$ cat src/hdl/psac_pkg.sv
// constants for the system and auxiliary control register bank
package psac_pkg;

    // build options: which optional units exist in this configuration
    localparam logic HAS_ICACHE = 1'b1;
    localparam logic HAS_DCACHE = 1'b1;
    localparam logic HAS_MPU    = 1'b1;

    // system control bit positions
    localparam int SC_ZDT_BIT  = 19;
    localparam int SC_BRE_BIT  = 17;
    localparam int SC_CVP_BIT  = 14;
    localparam int SC_UVB_BIT  = 13;
    localparam int SC_ICE_BIT  = 12;
    localparam int SC_BPE_BIT  = 11;
    localparam int SC_AXE_BIT  = 10;
    localparam int SC_DCE_BIT  = 2;
    localparam int SC_SAL_BIT  = 1;
    localparam int SC_MPU_BIT  = 0;

    // system control: fixed-one positions, fixed positions, writable positions
    localparam logic [31:0] SC_ONES_MASK  = 32'h0005_0878;
    localparam logic [31:0] SC_FIXED_MASK = 32'h0005_8bf8;
    localparam logic [31:0] SC_WRITE_MASK = 32'h000a_7407;
    localparam logic [31:0] SC_RESET_VAL  = 32'h0000_0000;

    // auxiliary control bit positions (upper part only)
    localparam int AC_DIS_HI   = 31;
    localparam int AC_DIS_LO   = 28;
    localparam int AC_B1C_BIT  = 27;
    localparam int AC_B0C_BIT  = 26;
    localparam int AC_ITC_BIT  = 25;
    localparam int AC_SCA_BIT  = 24;
    localparam int AC_SCU_BIT  = 23;
    localparam int AC_MTL_BIT  = 22;
    localparam logic [31:0] AC_WRITE_MASK = 32'hffc0_0000;
    localparam logic [31:0] AC_RESET_VAL  = 32'h0000_0000;

    // exception vector bases; each table spans 0x1c bytes above its base
    localparam logic [31:0] VEC_LOW_BASE  = 32'h0000_0000;
    localparam logic [31:0] VEC_HIGH_BASE = 32'hffff_0000;
    localparam logic [31:0] VEC_SPAN      = 32'h0000_001c;

    // strap inputs: bit 3 vector init, bits 2..0 ram check init
    localparam int STRAP_W       = 4;
    localparam int STRAP_VEC_BIT = 3;

endpackage

$ cat src/hdl/ctl_access_check.sv
// execution-side checks steered by the control bits
`timescale 1ns/1ps
module ctl_access_check (
    input  wire logic mclk,
    input  wire logic srst,
    input  wire logic zeroDivisorTrap,
    input  wire logic atomicExchangeEnable,
    input  wire logic slaveCacheRamAccessEn,
    input  wire logic slaveCacheRamUserAccess,
    input  wire logic divZeroAttempt,
    input  wire logic swapAttempt,
    input  wire logic cacheMaintAttempt,
    input  wire logic slaveRamReq,
    input  wire logic slaveRamReqPriv,
    output logic      divZeroUndef,
    output logic      swapUndef,
    output logic      swapBusLock,
    output logic      maintUndef,
    output logic      slaveRamGrant
);
    import psac_pkg::*;

    logic divZeroUndef_r, divZeroUndef_nxt;
    logic swapUndef_r,    swapUndef_nxt;
    logic swapBusLock_r,  swapBusLock_nxt;
    logic maintUndef_r,   maintUndef_nxt;
    logic slaveGrant_r,   slaveGrant_nxt;

    // next values of the per-event answers
    always_comb begin
        divZeroUndef_nxt = divZeroAttempt && zeroDivisorTrap;
        swapUndef_nxt    = swapAttempt && !atomicExchangeEnable;
        swapBusLock_nxt  = swapAttempt && atomicExchangeEnable;
        maintUndef_nxt   = cacheMaintAttempt && slaveCacheRamAccessEn;
        slaveGrant_nxt   = slaveRamReq && slaveCacheRamAccessEn
                           && (slaveRamReqPriv || slaveCacheRamUserAccess);
    end

    // answers are one-cycle pulses, one edge after the attempt
    always_ff @(posedge mclk) begin
        if (srst) begin
            divZeroUndef_r <= 1'b0;
            swapUndef_r    <= 1'b0;
            swapBusLock_r  <= 1'b0;
            maintUndef_r   <= 1'b0;
            slaveGrant_r   <= 1'b0;
        end else begin
            divZeroUndef_r <= divZeroUndef_nxt;
            swapUndef_r    <= swapUndef_nxt;
            swapBusLock_r  <= swapBusLock_nxt;
            maintUndef_r   <= maintUndef_nxt;
            slaveGrant_r   <= slaveGrant_nxt;
        end
    end

    assign divZeroUndef  = divZeroUndef_r;
    assign swapUndef     = swapUndef_r;
    assign swapBusLock   = swapBusLock_r;
    assign maintUndef    = maintUndef_r;
    assign slaveRamGrant = slaveGrant_r;

endmodule

$ cat src/hdl/processor_system_aux_control.sv
// system control and upper auxiliary control register bank
// Notes on behaviour
// - divide by zero traps as undefined when control bit 19 is set
// - control bit 17 enables the protection unit background region
// - bit 14 stored, resets zero; replacement is always random
// - bit 13 selects low or high vector table; reset from strap
// - bit 12 enables instruction cache; zero when no cache built
// - bit 11 always reads one; branch policy lives elsewhere
// - swap instructions undefined while bit 10 clear, locked otherwise
// - bit 2 enables data cache; zero when no data cache
// - bit 1 enables strict alignment checking; resets zero
// - bit 0 enables protection unit; zero when none built
// - user mode access to system control is undefined
// - auxiliary control reachable only in privileged mode
// - aux bits 31..28 switch off dual issue cases, reset zero
// - aux bits 27,26 enable bank tight memory checks, strap reset
// - aux bit 25 enables instruction tight memory check, strap reset
// - aux bit 24 gives slave cache access, disables caches, maintenance undefined
// - aux bit 23 allows unprivileged slave cache access
// - aux bit 22 set switches off fast interrupt response on multiples
`timescale 1ns/1ps
module processor_system_aux_control (
    input  wire logic                        mclk,
    input  wire logic                        srst,
    input  wire logic                        cpValid,
    input  wire logic                        cpWrite,
    input  wire logic                        cpSelAux,
    input  wire logic                        cpPrivileged,
    input  wire logic [31:0]                 cpWdata,
    output logic [31:0]                      cpRdata,
    output logic                             cpDone,
    output logic                             cpUndef,
    input  wire logic                        vectorLocationInit,
    input  wire logic [2:0]                  ramCheckInitInputs,
    input  wire logic                        divZeroAttempt,
    input  wire logic                        swapAttempt,
    input  wire logic                        cacheMaintAttempt,
    input  wire logic                        slaveRamReq,
    input  wire logic                        slaveRamReqPriv,
    output logic                             zeroDivisorTrap,
    output logic                             backdropRegionEnable,
    output logic                             cacheVictimPolicy,
    output logic                             replacementRandom,
    output logic                             upperVectorBase,
    output logic [31:0]                      vectorBase,
    output logic                             icacheEnable,
    output logic                             dcacheEnable,
    output logic                             atomicExchangeEnable,
    output logic                             strictAlignEnable,
    output logic                             mpuEnable,
    output logic [3:0]                       dualIssueOff,
    output logic                             bank1TightmemCheckEn,
    output logic                             bank0TightmemCheckEn,
    output logic                             instrTightmemCheckEn,
    output logic                             slaveCacheRamAccessEn,
    output logic                             slaveCacheRamUserAccess,
    output logic                             fastInterruptResponse,
    output logic                             divZeroUndef,
    output logic                             swapUndef,
    output logic                             swapBusLock,
    output logic                             maintUndef,
    output logic                             slaveRamGrant
);
    import psac_pkg::*;

    logic [psac_pkg::STRAP_W-1:0] strapSync1_r;
    logic [psac_pkg::STRAP_W-1:0] strapSync2_r;
    logic [31:0]                  sysCtl_r, sysCtl_nxt;
    logic [31:0]                  auxCtl_r, auxCtl_nxt;
    logic [31:0]                  rdata_r,  rdata_nxt;
    logic                         done_r,   done_nxt;
    logic                         undef_r,  undef_nxt;
    logic [31:0]                  sysView;
    logic [31:0]                  auxView;
    logic [31:0]                  sysWrMask;
    logic                         userAccess;

    // straps come from pins; two stages before anything reads them
    always_ff @(posedge mclk) begin
        strapSync1_r <= {vectorLocationInit, ramCheckInitInputs};
        strapSync2_r <= strapSync1_r;
    end

    // writable positions drop the enables of units not built
    always_comb begin
        sysWrMask = SC_WRITE_MASK;
        if (!HAS_ICACHE) sysWrMask[SC_ICE_BIT] = 1'b0;
        if (!HAS_DCACHE) sysWrMask[SC_DCE_BIT] = 1'b0;
        if (!HAS_MPU) sysWrMask[SC_MPU_BIT] = 1'b0;
    end

    // read views: stored bits plus the hard-wired ones
    always_comb begin
        sysView = (sysCtl_r & sysWrMask) | SC_ONES_MASK;
        auxView = auxCtl_r & AC_WRITE_MASK;
    end

    assign userAccess = cpValid && !cpPrivileged;

    // register update, including capture of straps while reset is held
    always_comb begin
        sysCtl_nxt = sysCtl_r;
        auxCtl_nxt = auxCtl_r;
        if (srst) begin
            sysCtl_nxt = SC_RESET_VAL;
            sysCtl_nxt[SC_UVB_BIT] = strapSync2_r[STRAP_VEC_BIT];
            auxCtl_nxt = AC_RESET_VAL;
            auxCtl_nxt[AC_B1C_BIT] = strapSync2_r[2];
            auxCtl_nxt[AC_B0C_BIT] = strapSync2_r[1];
            auxCtl_nxt[AC_ITC_BIT] = strapSync2_r[0];
        end else if (cpValid && cpWrite && cpPrivileged) begin
            if (cpSelAux) begin
                auxCtl_nxt = cpWdata & AC_WRITE_MASK;
            end else begin
                sysCtl_nxt = cpWdata & sysWrMask;
            end
        end
    end

    // access answer: read data, done and undefined pulse
    always_comb begin
        rdata_nxt = rdata_r;
        done_nxt  = cpValid;
        undef_nxt = userAccess;
        if (cpValid && !cpWrite && cpPrivileged) begin
            rdata_nxt = cpSelAux ? auxView : sysView;
        end
    end

    // registers; srst for sysCtl_r and auxCtl_r handled in the next-value logic above, the answer registers reset here
    always_ff @(posedge mclk) begin
        sysCtl_r <= sysCtl_nxt;
        auxCtl_r <= auxCtl_nxt;
        if (srst) begin
            rdata_r <= 32'h0000_0000;
            done_r  <= 1'b0;
            undef_r <= 1'b0;
        end else begin
            rdata_r <= rdata_nxt;
            done_r  <= done_nxt;
            undef_r <= undef_nxt;
        end
    end

    assign cpRdata = rdata_r;
    assign cpDone  = done_r;
    assign cpUndef = undef_r;

    // control levels seen by the rest of the core
    // trap enable
    assign zeroDivisorTrap      = sysView[SC_ZDT_BIT];
    assign backdropRegionEnable = sysView[SC_BRE_BIT];
    assign cacheVictimPolicy    = sysView[SC_CVP_BIT];
    assign replacementRandom    = 1'b1;
    assign upperVectorBase      = sysView[SC_UVB_BIT];
    assign vectorBase           = upperVectorBase ? VEC_HIGH_BASE : VEC_LOW_BASE;
    assign icacheEnable         = sysView[SC_ICE_BIT] && !auxView[AC_SCA_BIT];
    assign dcacheEnable         = sysView[SC_DCE_BIT] && !auxView[AC_SCA_BIT];
    assign atomicExchangeEnable = sysView[SC_AXE_BIT];
    assign strictAlignEnable    = sysView[SC_SAL_BIT];
    assign mpuEnable            = sysView[SC_MPU_BIT];
    assign dualIssueOff         = auxView[AC_DIS_HI:AC_DIS_LO];
    // bank checks; keeping them equal is left to software
    assign bank1TightmemCheckEn = auxView[AC_B1C_BIT];
    assign bank0TightmemCheckEn = auxView[AC_B0C_BIT];
    assign instrTightmemCheckEn = auxView[AC_ITC_BIT];
    assign slaveCacheRamAccessEn   = auxView[AC_SCA_BIT];
    assign slaveCacheRamUserAccess = auxView[AC_SCU_BIT];
    assign fastInterruptResponse   = !auxView[AC_MTL_BIT];

    // execution-side event checks
    ctl_access_check u_check (
        .mclk                    (mclk),
        .srst                    (srst),
        .zeroDivisorTrap         (zeroDivisorTrap),
        .atomicExchangeEnable    (atomicExchangeEnable),
        .slaveCacheRamAccessEn   (slaveCacheRamAccessEn),
        .slaveCacheRamUserAccess (slaveCacheRamUserAccess),
        .divZeroAttempt          (divZeroAttempt),
        .swapAttempt             (swapAttempt),
        .cacheMaintAttempt       (cacheMaintAttempt),
        .slaveRamReq             (slaveRamReq),
        .slaveRamReqPriv         (slaveRamReqPriv),
        .divZeroUndef            (divZeroUndef),
        .swapUndef               (swapUndef),
        .swapBusLock             (swapBusLock),
        .maintUndef              (maintUndef),
        .slaveRamGrant           (slaveRamGrant)
    );

    // checks on access, fixed bits, vectors, straps and events
    // user access check
    user_sys_undef_a: assert property (@(posedge mclk) disable iff (srst)
        cpValid && !cpPrivileged && !cpSelAux |=> cpUndef && cpDone && $stable(sysCtl_r))
        else $error("user access to system control not refused");
    user_aux_block_a: assert property (@(posedge mclk) disable iff (srst)
        cpValid && !cpPrivileged && cpSelAux |=> cpUndef && $stable(auxView))
        else $error("user access to auxiliary control not refused");
    fixed_bits_a: assert property (@(posedge mclk) disable iff (srst)
        (sysView & SC_FIXED_MASK) == SC_ONES_MASK)
        else $error("fixed system control bits wrong");
    vector_base_a: assert property (@(posedge mclk) disable iff (srst)
        vectorBase[15:0] == 16'h0000 && vectorBase[31:16] == {16{sysCtl_r[SC_UVB_BIT]}})
        else $error("vector base does not follow select bit");
    random_repl_a: assert property (@(posedge mclk) disable iff (srst)
        replacementRandom && (cacheVictimPolicy == sysCtl_r[SC_CVP_BIT]))
        else $error("replacement not random");
    strap_capture_a: assert property (@(posedge mclk)
        $fell(srst) |-> upperVectorBase == $past(strapSync2_r[STRAP_VEC_BIT])
            && instrTightmemCheckEn == $past(strapSync2_r[0]))
        else $error("strap not captured at reset");
    dual_issue_wr_a: assert property (@(posedge mclk) disable iff (srst)
        cpValid && cpWrite && cpPrivileged && cpSelAux
        |=> dualIssueOff == $past(cpWdata[31:28]))
        else $error("dual issue bits not written");
    align_wr_a: assert property (@(posedge mclk) disable iff (srst)
        cpValid && cpWrite && cpPrivileged && !cpSelAux
        |=> strictAlignEnable == $past(cpWdata[SC_SAL_BIT]) && cpDone && !cpUndef)
        else $error("alignment bit not written");
    maint_block_a: assert property (@(posedge mclk) disable iff (srst)
        cacheMaintAttempt && slaveCacheRamAccessEn |=> maintUndef)
        else $error("maintenance not refused during slave access");
    swap_gate_a: assert property (@(posedge mclk) disable iff (srst)
        swapAttempt |=> (swapUndef != swapBusLock)
            && (swapUndef == !$past(atomicExchangeEnable)))
        else $error("swap gating wrong");
    access_done_a: assert property (@(posedge mclk) disable iff (srst)
        cpValid |=> cpDone && (cpUndef == !$past(cpPrivileged)))
        else $error("access not answered once");
    idle_quiet_a: assert property (@(posedge mclk) disable iff (srst)
        !cpValid |=> !cpDone && !cpUndef)
        else $error("answer without access");
    user_rdata_a: assert property (@(posedge mclk) disable iff (srst)
        cpValid && !cpPrivileged |=> $stable(cpRdata))
        else $error("user access changed read data");
    sys_read_a: assert property (@(posedge mclk) disable iff (srst)
        cpValid && !cpWrite && cpPrivileged && !cpSelAux
        |=> (cpRdata & SC_FIXED_MASK) == SC_ONES_MASK && cpRdata[31:20] == 12'h000)
        else $error("system control readback pattern wrong");
    aux_read_a: assert property (@(posedge mclk) disable iff (srst)
        cpValid && !cpWrite && cpPrivileged && cpSelAux
        |=> cpRdata[21:0] == 22'h000000 && cpRdata[31:28] == dualIssueOff)
        else $error("auxiliary readback wrong");
    sys_reset_a: assert property (@(posedge mclk)
        $fell(srst) |-> !zeroDivisorTrap && !cacheVictimPolicy && !icacheEnable
            && !dcacheEnable && !atomicExchangeEnable && !strictAlignEnable && !mpuEnable)
        else $error("system control reset value wrong");
    aux_reset_a: assert property (@(posedge mclk)
        $fell(srst) |-> dualIssueOff == 4'h0 && !slaveCacheRamAccessEn
            && !slaveCacheRamUserAccess && fastInterruptResponse)
        else $error("auxiliary control reset value wrong");
    bank_strap_a: assert property (@(posedge mclk)
        $fell(srst) |-> bank1TightmemCheckEn == $past(strapSync2_r[2])
            && bank0TightmemCheckEn == $past(strapSync2_r[1]))
        else $error("bank check straps not captured");
    cache_off_a: assert property (@(posedge mclk) disable iff (srst)
        slaveCacheRamAccessEn |-> !icacheEnable && !dcacheEnable)
        else $error("cache enabled during slave access");
    user_grant_a: assert property (@(posedge mclk) disable iff (srst)
        slaveRamReq && !slaveRamReqPriv && !slaveCacheRamUserAccess |=> !slaveRamGrant)
        else $error("unprivileged slave access granted");
    div_trap_a: assert property (@(posedge mclk) disable iff (srst)
        divZeroAttempt |=> divZeroUndef == $past(zeroDivisorTrap))
        else $error("division trap wrong");
    fast_irq_wr_a: assert property (@(posedge mclk) disable iff (srst)
        cpValid && cpWrite && cpPrivileged && cpSelAux
        |=> fastInterruptResponse == !$past(cpWdata[AC_MTL_BIT]))
        else $error("latency control bit not written");
    region_wr_a: assert property (@(posedge mclk) disable iff (srst)
        cpValid && cpWrite && cpPrivileged && !cpSelAux
        |=> backdropRegionEnable == $past(cpWdata[SC_BRE_BIT]))
        else $error("background region bit not written");

endmodule

$ cat config.mk
export PLATFORM = sky130hd
export DESIGN_NAME = processor_system_aux_control
export DESIGN_NICKNAME = d
export VERILOG_FILES = /design/src/hdl/psac_pkg.sv /design/src/hdl/ctl_access_check.sv /design/src/hdl/processor_system_aux_control.sv
export SDC_FILE = /design/constraint.sdc
export NUM_CORES = 1
export LEC_CHECK = 0
export BUFFER_PORTS_ARGS = -buffer_cell sky130_fd_sc_hd__buf_2
export CAP_MARGIN = 10
export CORE_UTILIZATION = 40
export DETAILED_ROUTE_END_ITERATION = 8
export PLACE_DENSITY = 0.79
export SKIP_LAST_GASP = 1
export SYNTH_ARGS = -nofsm -noshare
export SYNTH_HDL_FRONTEND = slang
export SYNTH_SLANG_ARGS = --single-unit
$ cat constraint.sdc
create_clock -name mclk -period 2 [get_ports mclk]
set_clock_uncertainty 0.05 [all_clocks]
set_input_delay 0.2 -clock mclk [delete_from_list [all_inputs] [get_ports mclk]]
set_output_delay 0.2 -clock mclk [all_outputs]
set_load 0.01 [all_outputs]
# Word-level counts from Yosys, hierarchy flattened
# Index checks and enable logic that the tools add are counted.
dict set report totals {
  input_bits 47
  output_inout_bits 91
  elab_cells 49
  ff_bits 66
}
dict set report op_classes {
  n_reduce_logical 25
  n_eq_ne 1
  bitwise 1
  muxes 8
}
# op n
set ops {}
lappend ops {{$mux 28} 3}
lappend ops {{$mux 32} 2}
lappend ops {{$mux 14} 3}
lappend ops {{$logic_and 1x1->1} 13}
lappend ops {{$reduce_and 2->1} 4}
lappend ops {{$logic_not 1->1} 5}
lappend ops {{$reduce_bool 2->1} 2}
lappend ops {{$ne 2x2->1 const B} 1}
lappend ops {{$logic_or 1x1->1} 1}
lappend ops {{$not 1->1} 1}

# Logic depth before layout (Yosys ltp)
# Gate-level depths: netlist of run 1.
dict set report depth {
  depth_word 4
  depth_mapped 4
  depth_no_buf 2
}

# Hierarchy
# Synthesis of run 1 repeated with hierarchy kept, for this count alone.
dict set report hier_totals {
  cells_unflattened 251
  hier_area_um2 2593.7
}
# mod n_inst area_each_um2 cells_per_inst seq_area_each_um2
set by_module_without_submodules {}
lappend by_module_without_submodules {processor_system_aux_control 1 2442.3 239 1021.0}
lappend by_module_without_submodules {ctl_access_check 1 151.4 12 100.1}

# Least setup slack after synthesis of run 1
# No wires, ideal clock.
dict set report synth_timing {
  kind {reg-to-reg}
  startpoint {register sysCtl_r[13]}
  endpoint {register rdata_r[13] (netlist: cpRdata[13])}
  setup_ps 72
  t_arrival_ps 1108
  setup_slack_ps 770
  stages_incl_launch_ff 3
  period_less_slack_ps 1230
  required_ps 1878
  n_path_buf 0
  cell_sequence {edfxtp_1 -> or3b_1 -> mux2i_1}
}
dict set report synth_between {
  elab_chain_cells 1
}
# item line
set synth_lines {}
lappend synth_lines {{start: declaration} processor_system_aux_control.sv:68} ;# logic [31:0] sysCtl_r, sysCtl_nxt;
lappend synth_lines {{start signal: assignment} processor_system_aux_control.sv:132} ;# sysCtl_r <= sysCtl_nxt;
lappend synth_lines {{$mux 32} processor_system_aux_control.sv:126} ;# rdata_nxt = cpSelAux ? auxView : sysView;
lappend synth_lines {{end signal: assignment} processor_system_aux_control.sv:139} ;# rdata_r <= rdata_nxt;
lappend synth_lines {{end: declaration} processor_system_aux_control.sv:70} ;# logic [31:0] rdata_r, rdata_nxt;
# Every way passes these cells.
# A chain may end at the register's enable or synchronous reset.

# Final worst setup path of run 1
dict set report layout_timing {
  startpoint {register sysCtl_r[13]}
  endpoint {output port vectorBase[19]}
}
dict set report layout_between {
  elab_chain_cells 1
}
# item line
set layout_lines {}
lappend layout_lines {{$mux 32} processor_system_aux_control.sv:156} ;# assign vectorBase = upperVectorBase ? VEC_HIGH_BASE : VEC_LOW_BASE;
lappend layout_lines {{end: declaration} processor_system_aux_control.sv:45} ;# output logic [31:0] vectorBase,
# Every way passes these cells.

==> flow_metrics.env, run 1 <==
export IMPL_leakage_uw=0.00139
export IMPL_fillers=604
export IMPL_relSlewSlack_pct=54.3
export IMPL_dp_cells=391
export IMPL_rows=28
export IMPL_synth_top_area_share_pct=38.7
export IMPL_holdPathEnd="cpUndef"
export IMPL_ant_nets=0
export IMPL_crit_path_cell_trace="buf_2"
export IMPL_firstDrtPassIters=4
export IMPL_synth_area_leaders="dfxtp_1 (39%), buf_4 (14%), mux2i_1 (13%), nand2b_1 (12%), edfxtp_1 (4.6%)"
export IMPL_fmax_mhz=743
export IMPL_wl_mm=4.71
export IMPL_initial_utilization_pct=42.5
export IMPL_grtUsageTotal_pct=14.0
export IMPL_pin_count=138
export IMPL_slew_viol_final=0
export IMPL_vias_per_cell=4.41
export IMPL_io_buffers=101
export IMPL_tightest_slew_ns=0.685
export IMPL_end_kind="output port"
export IMPL_multiInputGateArea_um2=1070
export IMPL_grt_use_met3_pct=4.18
export IMPL_cts_tree="done"
export IMPL_grt_pass1_vias=1494
export IMPL_cts_max_level=2
export IMPL_power_uw=1980
export IMPL_path_class="reg2out"
export IMPL_seq_area_frac_synth_pct=43.3
export IMPL_fin_cells=403
export IMPL_finalCriticalPeriod_ns=1.35
export IMPL_holdPathStages=2
export IMPL_die_h_um=82.4
export IMPL_cts_buffers=5
export IMPL_max_cap_violations=0
export IMPL_antenna_found_initial=0
export IMPL_synth_flop_cell="dfxtp_1"
export IMPL_finalCritPeriodShare_pct=67.3
export IMPL_overflow=0
export IMPL_yosysTopAreaCell="dfxtp_1"
export IMPL_yosysWarningCount=0
export IMPL_grt_busiest_layer="met2"
export IMPL_met2_usage_pct=23.5
export IMPL_n_antenna_cell=0
export IMPL_crit_family="flip-flops"
export IMPL_layout_area_overhead_vs_synth_pct=15.5
export IMPL_coreArea_um2=6100
export IMPL_r2r_start="sysCtl_r[13]"
export IMPL_syn_inst=252
export IMPL_syn_avg_cell_area_um2=10.3
export IMPL_cts_repair_resized=0
export IMPL_utilization_pct=49.0
export IMPL_wire_per_inst_um=11.7
export IMPL_clock_sinks=54
export IMPL_drc=0
export IMPL_cpPeakStageDelay_ns=0.59
export IMPL_grt_pass1_wl_mm=7.06
export IMPL_grt_setup_unrepaired="no"
export IMPL_r2r_cells=2
export IMPL_final_layout_size_suffix_gt1_share_pct=35.7
export IMPL_drt_iter0_markers=45
export IMPL_p_per_area_nw_per_um2=661
export IMPL_layout_nets=374
export IMPL_path_clk_slew_ns=0.09
export IMPL_start_kind="register"
export IMPL_path_buf_inv=1
export IMPL_hold_path_class="in2reg"
export IMPL_synthDistinctLibCells=23
export IMPL_arrival_ns=1.10
export IMPL_use_met1_pct=17.0
export IMPL_synth_edf_count=4
export IMPL_min_from="cpPrivileged"
export IMPL_ir_worst_vdd_mv=0.350
export IMPL_ff_latch_area_um2=1120
export IMPL_synth_cell_area_um2=2590
export IMPL_finalHoldViolCount=0
export IMPL_ff2ff_setup_slack_ns=0.79
export IMPL_setup_tns_ns=0
export IMPL_ys_async_sr_fraction_pct=0
export IMPL_worst_r2r_endpoint="cpRdata[13]"
export IMPL_vias=1779
export IMPL_clk_latency_ns=0.29
export IMPL_cts_path_max_buffers=2
export IMPL_die_w_um=82.4
export IMPL_outcome="completed"
export IMPL_synth_seq_cells=54
export IMPL_cp_max_fo=18
export IMPL_cp_required_ns=1.75
export IMPL_setup_viol=0
export IMPL_die_area_um2=6800
export IMPL_place_gp_congestion=0.688
export IMPL_grt_max_degree=54
export IMPL_cp_slowest_cell="edfxtp_1"
export IMPL_cts_root_buf="clkbuf_8"
export IMPL_dp_final_hpwl_mm=3.46
cell families (layout without fill, tap and decap cells):
logic type | count (synthesis) | after routing | synth area share [%]
other cells | 2 | 23 | 0.290
compound gates | 4 | 4 | 1.35
flops | 54 | 54 | 43.3
mux | 35 | 35 | 13.7
simple gates | 89 | 89 | 23.1
buf+inv | 68 | 123 | 18.3
layout by cell type, fill, tap and decap left out, drive strengths merged, types with 7 or more instances in the layout:
master,instances
or3b,9
nand2b,49
nor2b,8
conb,23
mux2i,34
nand3b,10
dfxtp,50
buf,108
clkbuf,7
sequential cells by signal, indices dropped and copies added (netlist names), 4 cells and up:
signal        cells
auxCtl_r         10
cpRdata          20
strapSync1_r      4
strapSync2_r      4
sysCtl_r          9
through the flow:
stage / cell area (µm²) / hold WS [ns] / worst slack [ns]
2_1_floorplan: 2670 / 0.178 / 0.770
3_3_place_gp: 2860 / 0.252 / 0.537
3_5_place_dp: 2860 / 0.254 / 0.530
4_1_cts: 2990 / 0.0292 / 0.611
5_1_grt: 2990 / 0.0272 / 0.519
6_report: 2990 / 0.0460 / 0.654
cells in the mapped netlist, types with 3 or more instances:
cell type and instances:
nor2b_1 8, inv_1 3, buf_2 6, buf_6 3, nor2_1 4, mux2i_1 34
clkbuf_1 6, nand2b_1 49, buf_4 50, or3b_1 9, nand3b_1 10, dfxtp_1 50
edfxtp_1 4, a22o_1 4
where the power goes:
part	internal, µW	switching [µW]	total (µW)
registers	1120	17.3	1130
logic	110	118	228
clock network	280	335	615
cell type report:
| class | instances | area share [%] |
|---|---|---|
| sequential | 54 | 37.5 |
| multi-input combinational | 151 | 35.9 |
| timing repair buffer | 112 | 20.0 |
| tap | 75 | 3.14 |
| clock buffer | 7 | 2.89 |
| inverter | 3 | 0.377 |
| clock inverter | 1 | 0.167 |
metal layers:
layer  vias to the layer above  part of all wire [%]
met5                         -                     0
met4                         0                  0.38
met3                         2                   5.7
met2                        65                    50
met1                       817                    44
li1                        895                     -
worst max path at each step:
stage          depth (start not counted)    startpoint             end  slack (ns)
2_1_floorplan                          2  sysCtl_r[13]     cpRdata[13]        0.77
3_3_place_gp                           4          srst    auxCtl_r[24]        0.54
3_5_place_dp                           4          srst    auxCtl_r[24]        0.53
4_1_cts                                1  sysCtl_r[13]  vectorBase[19]        0.61
5_1_grt                                1  sysCtl_r[13]  vectorBase[19]        0.52
6_report                               1  sysCtl_r[13]  vectorBase[19]        0.65
repair_timing:
item | CTS | global route
endpoints found under the hold margin | 4 | 0
buffers inserted | 0 | 0
hold buffers | 4 | 0
endpoints found under the setup margin | 0 | 0
Note: power is estimated with default switching activity, not from simulation.
==> inputs of run 2 (changes only) <==
Settings changed: ABC_AREA from default to 1, PLACE_DENSITY 0.79 to 0.8.
Clock period 2 ns to 1.3 ns, I/O delays scaled along.
==> run 2 against run 1 <==
Global-route usage up 2.7 points; power up 63%; design area down 3.1%; non-clock buffer count up 7; via count up 14%; sequential power up 57%; register-to-register slack worse by 0.43 ns; die area down 7.1%; synthesized area down 7.3%; critical path depth up 1; flip-flop and latch count unchanged; first-iteration DRC count up 16%; critical path type unchanged.
==> flow_metrics.env, run 2 <==
export IMPL_p_per_area_nw_per_um2=1110
export IMPL_firstDrtPassIters=4
export IMPL_hold_slack_ns=0.0157
export IMPL_place_gp_congestion=0.786
export IMPL_max_cap_violations=0
export IMPL_yosysMostFrequentCell="nand2_1"
export IMPL_die_area_um2=6310
export IMPL_yosysTopAreaCell="dfxtp_1"
export IMPL_initial_utilization_pct=42.5
export IMPL_cts_tree="done"
export IMPL_yosysWarningCount=0
export IMPL_setup_tns_ns=0
export IMPL_drc=0
export IMPL_clk_latency_ns=0.29
export IMPL_die_w_um=79.5
export IMPL_hold_path_class="in2reg"
export IMPL_wire_per_inst_um=10.8
export IMPL_overflow=0
export IMPL_pin_count=138
export IMPL_layout_nets=453
export IMPL_cp_max_fo=18
export IMPL_ir_worst_vdd_mv=0.493
export IMPL_fin_ws_ns=0.103
export IMPL_rows=27
export IMPL_synth_flop_cell="dfxtp_1"
export IMPL_io_buffers=101
export IMPL_start_kind="register"
export IMPL_grt_pass1_wl_mm=8.20
export IMPL_path_clk_slew_ns=0.09
export IMPL_cp_slowest_cell="edfxtp_1"
export IMPL_cts_path_max_buffers=2
export IMPL_clock_sinks=54
export IMPL_vias=2036
export IMPL_vias_per_cell=4.25
export IMPL_die_h_um=79.5
export IMPL_grtUsageTotal_pct=16.7
export IMPL_finalHoldViolCount=0
export IMPL_cts_max_level=2
export IMPL_setup_viol=0
export IMPL_slew_viol_final=0
export IMPL_cts_root_buf="clkbuf_8"
export IMPL_crit_path_cell_trace="buf_12 > buf_2"
export IMPL_finalCritPeriodShare_pct=92.1
export IMPL_worst_r2r_endpoint="cpRdata[13]"
export IMPL_grt_pass1_vias=1754
export IMPL_layout_commonest_cell="buf_2"
export IMPL_cts_repair_resized=0
export IMPL_coreArea_um2=5640
export IMPL_synth_cell_area_um2=2400
export IMPL_crit_path_start="sysCtl_r[13]"
export IMPL_ys_async_sr_fraction_pct=0
export IMPL_fmax_mhz=835
export IMPL_arrival_ns=1.02
export IMPL_syn_avg_cell_area_um2=7.45
export IMPL_antenna_found_initial=0
export IMPL_grt_max_degree=26
export IMPL_crit_family="flip-flops"
export IMPL_final_layout_size_suffix_gt1_share_pct=30.2
export IMPL_largest_reg_flops=20
export IMPL_cp_required_ns=1.12
export IMPL_r2r_cells=5
export IMPL_layout_area_overhead_vs_synth_pct=20.8
export IMPL_synth_seq_cells=54
export IMPL_post_place_ws_ns=0.198
export IMPL_syn_inst=322
export IMPL_leakage_uw=0.00152
export IMPL_worstSetupEndpoint="vectorBase[29]"
export IMPL_end_kind="output port"
export IMPL_path_buf_inv=2
export IMPL_utilization_pct=51.4
export IMPL_ff2ff_setup_slack_ns=0.36
export IMPL_r2r_start="sysCtl_r[13]"
export IMPL_synth_top_area_share_pct=41.7
export IMPL_finalCriticalPeriod_ns=1.20
export IMPL_synthDistinctLibCells=17
export IMPL_drt_iter0_markers=52
export IMPL_grt_setup_unrepaired="no"
export IMPL_cpPeakStageDelay_ns=0.43
export IMPL_wl_mm=5.18
export IMPL_cts_buffers=5
export IMPL_synth_area_leaders="dfxtp_1 (42%), buf_4 (16%), nand2_1 (10%), nor2_1 (8.8%), edfxtp_1 (5.0%)"
export IMPL_min_from="slaveRamReq"
export IMPL_synth_edf_count=4
export IMPL_synth_commonest_cells="nand2_1 (65), nor2_1 (56), buf_4 (51), dfxtp_1 (50), inv_1 (31)"
export IMPL_fillers=587
export IMPL_outcome="completed"
export IMPL_cp_depth=2
export IMPL_seq_area_frac_synth_pct=46.7
export IMPL_path_class="reg2out"
export IMPL_n_antenna_cell=0
export IMPL_dp_final_hpwl_mm=3.86
export IMPL_layout_common_cells="buf_2 (101), nand2_1 (65), nor2_1 (56)"
export IMPL_ant_nets=0
[run 2: how the worst min path moves through the flow]
stage,endpoint,cells past startpoint,slack (ns)
finish,u_check.slaveRamGrant,3,0.02
CTS,u_check.slaveRamGrant,3,0.006
floorplan,strapSync1_r[0],0,0.11
global placement,strapSync1_r[2],1,0.18
global route,u_check.maintUndef,3,0.01
detailed placement,strapSync1_r[2],1,0.18
[run 2: through the flow]
step | std cells | instance area, µm² | power, µW
after global placement | 464 | 2710 | 2200
after detailed placement | 464 | 2710 | 2210
after floorplan | 343 | 2480 | 2140
after CTS | 479 | 2900 | 3270
final | 479 | 2900 | 3220
after global routing | 479 | 2900 | 3390
[run 2: area by class of cell]
class / count / area, µm² / share of cell area, %
timing repair buffer: 119 / 668 / 23.1
tap: 72 / 90.1 / 3.11
clock buffer: 7 / 97.6 / 3.37
inverter: 32 / 120 / 4.15
clock inverter: 1 / 6.26 / 0.216
multi-input combinational: 194 / 795 / 27.4
sequential: 54 / 1120 / 38.7
[run 2: timing repair]
action	in CTS	in global routing
endpoints found under the setup margin	17	0
hold buffers	6	0
endpoints found under the hold margin	6	0
buffers inserted	1	0
[run 2: cells by family (layout without fill, tap and decap cells)]
family | count (synthesis) | in the layout | share of synthesized area, %
AND/OR/NAND/NOR | 150 | 150 | 25.1
buffers and inverters | 95 | 159 | 23.5
flip-flops | 54 | 54 | 46.7
AO/OA/AOI/OAI | 21 | 21 | 4.38
other | 2 | 23 | 0.313
[run 2: power breakdown]
| part | total (µW) | internal [µW] | leakage [µW] | switching (µW) |
|---|---|---|---|---|
| Clock | 1030 | 500 | 0.0000539 | 527 |
| Sequential | 1770 | 1740 | 0.000450 | 31.5 |
| Combinational | 429 | 175 | 0.00102 | 254 |
| Total | 3220 | 2410 | 0.00152 | 813 |
[run 2: worst register-to-register path: cells and delay by family (launching register included)]
kind / cells / cell delay [ns]
and+or+nand+nor: 2 / 0.09
AOI/OAI and AO/OA: 1 / 0.05
DFF: 1 / 0.43
buffers and inverters: 2 / 0.21
[run 2: metal layers]
metal  wire [µm]  GRT usage (%)  part of all wire (%)
met1        2280           20.6                    44
met5           0              0                     0
met2        2530           28.6                    49
met4          48           5.45                  0.93
met3         324           3.66                   6.3
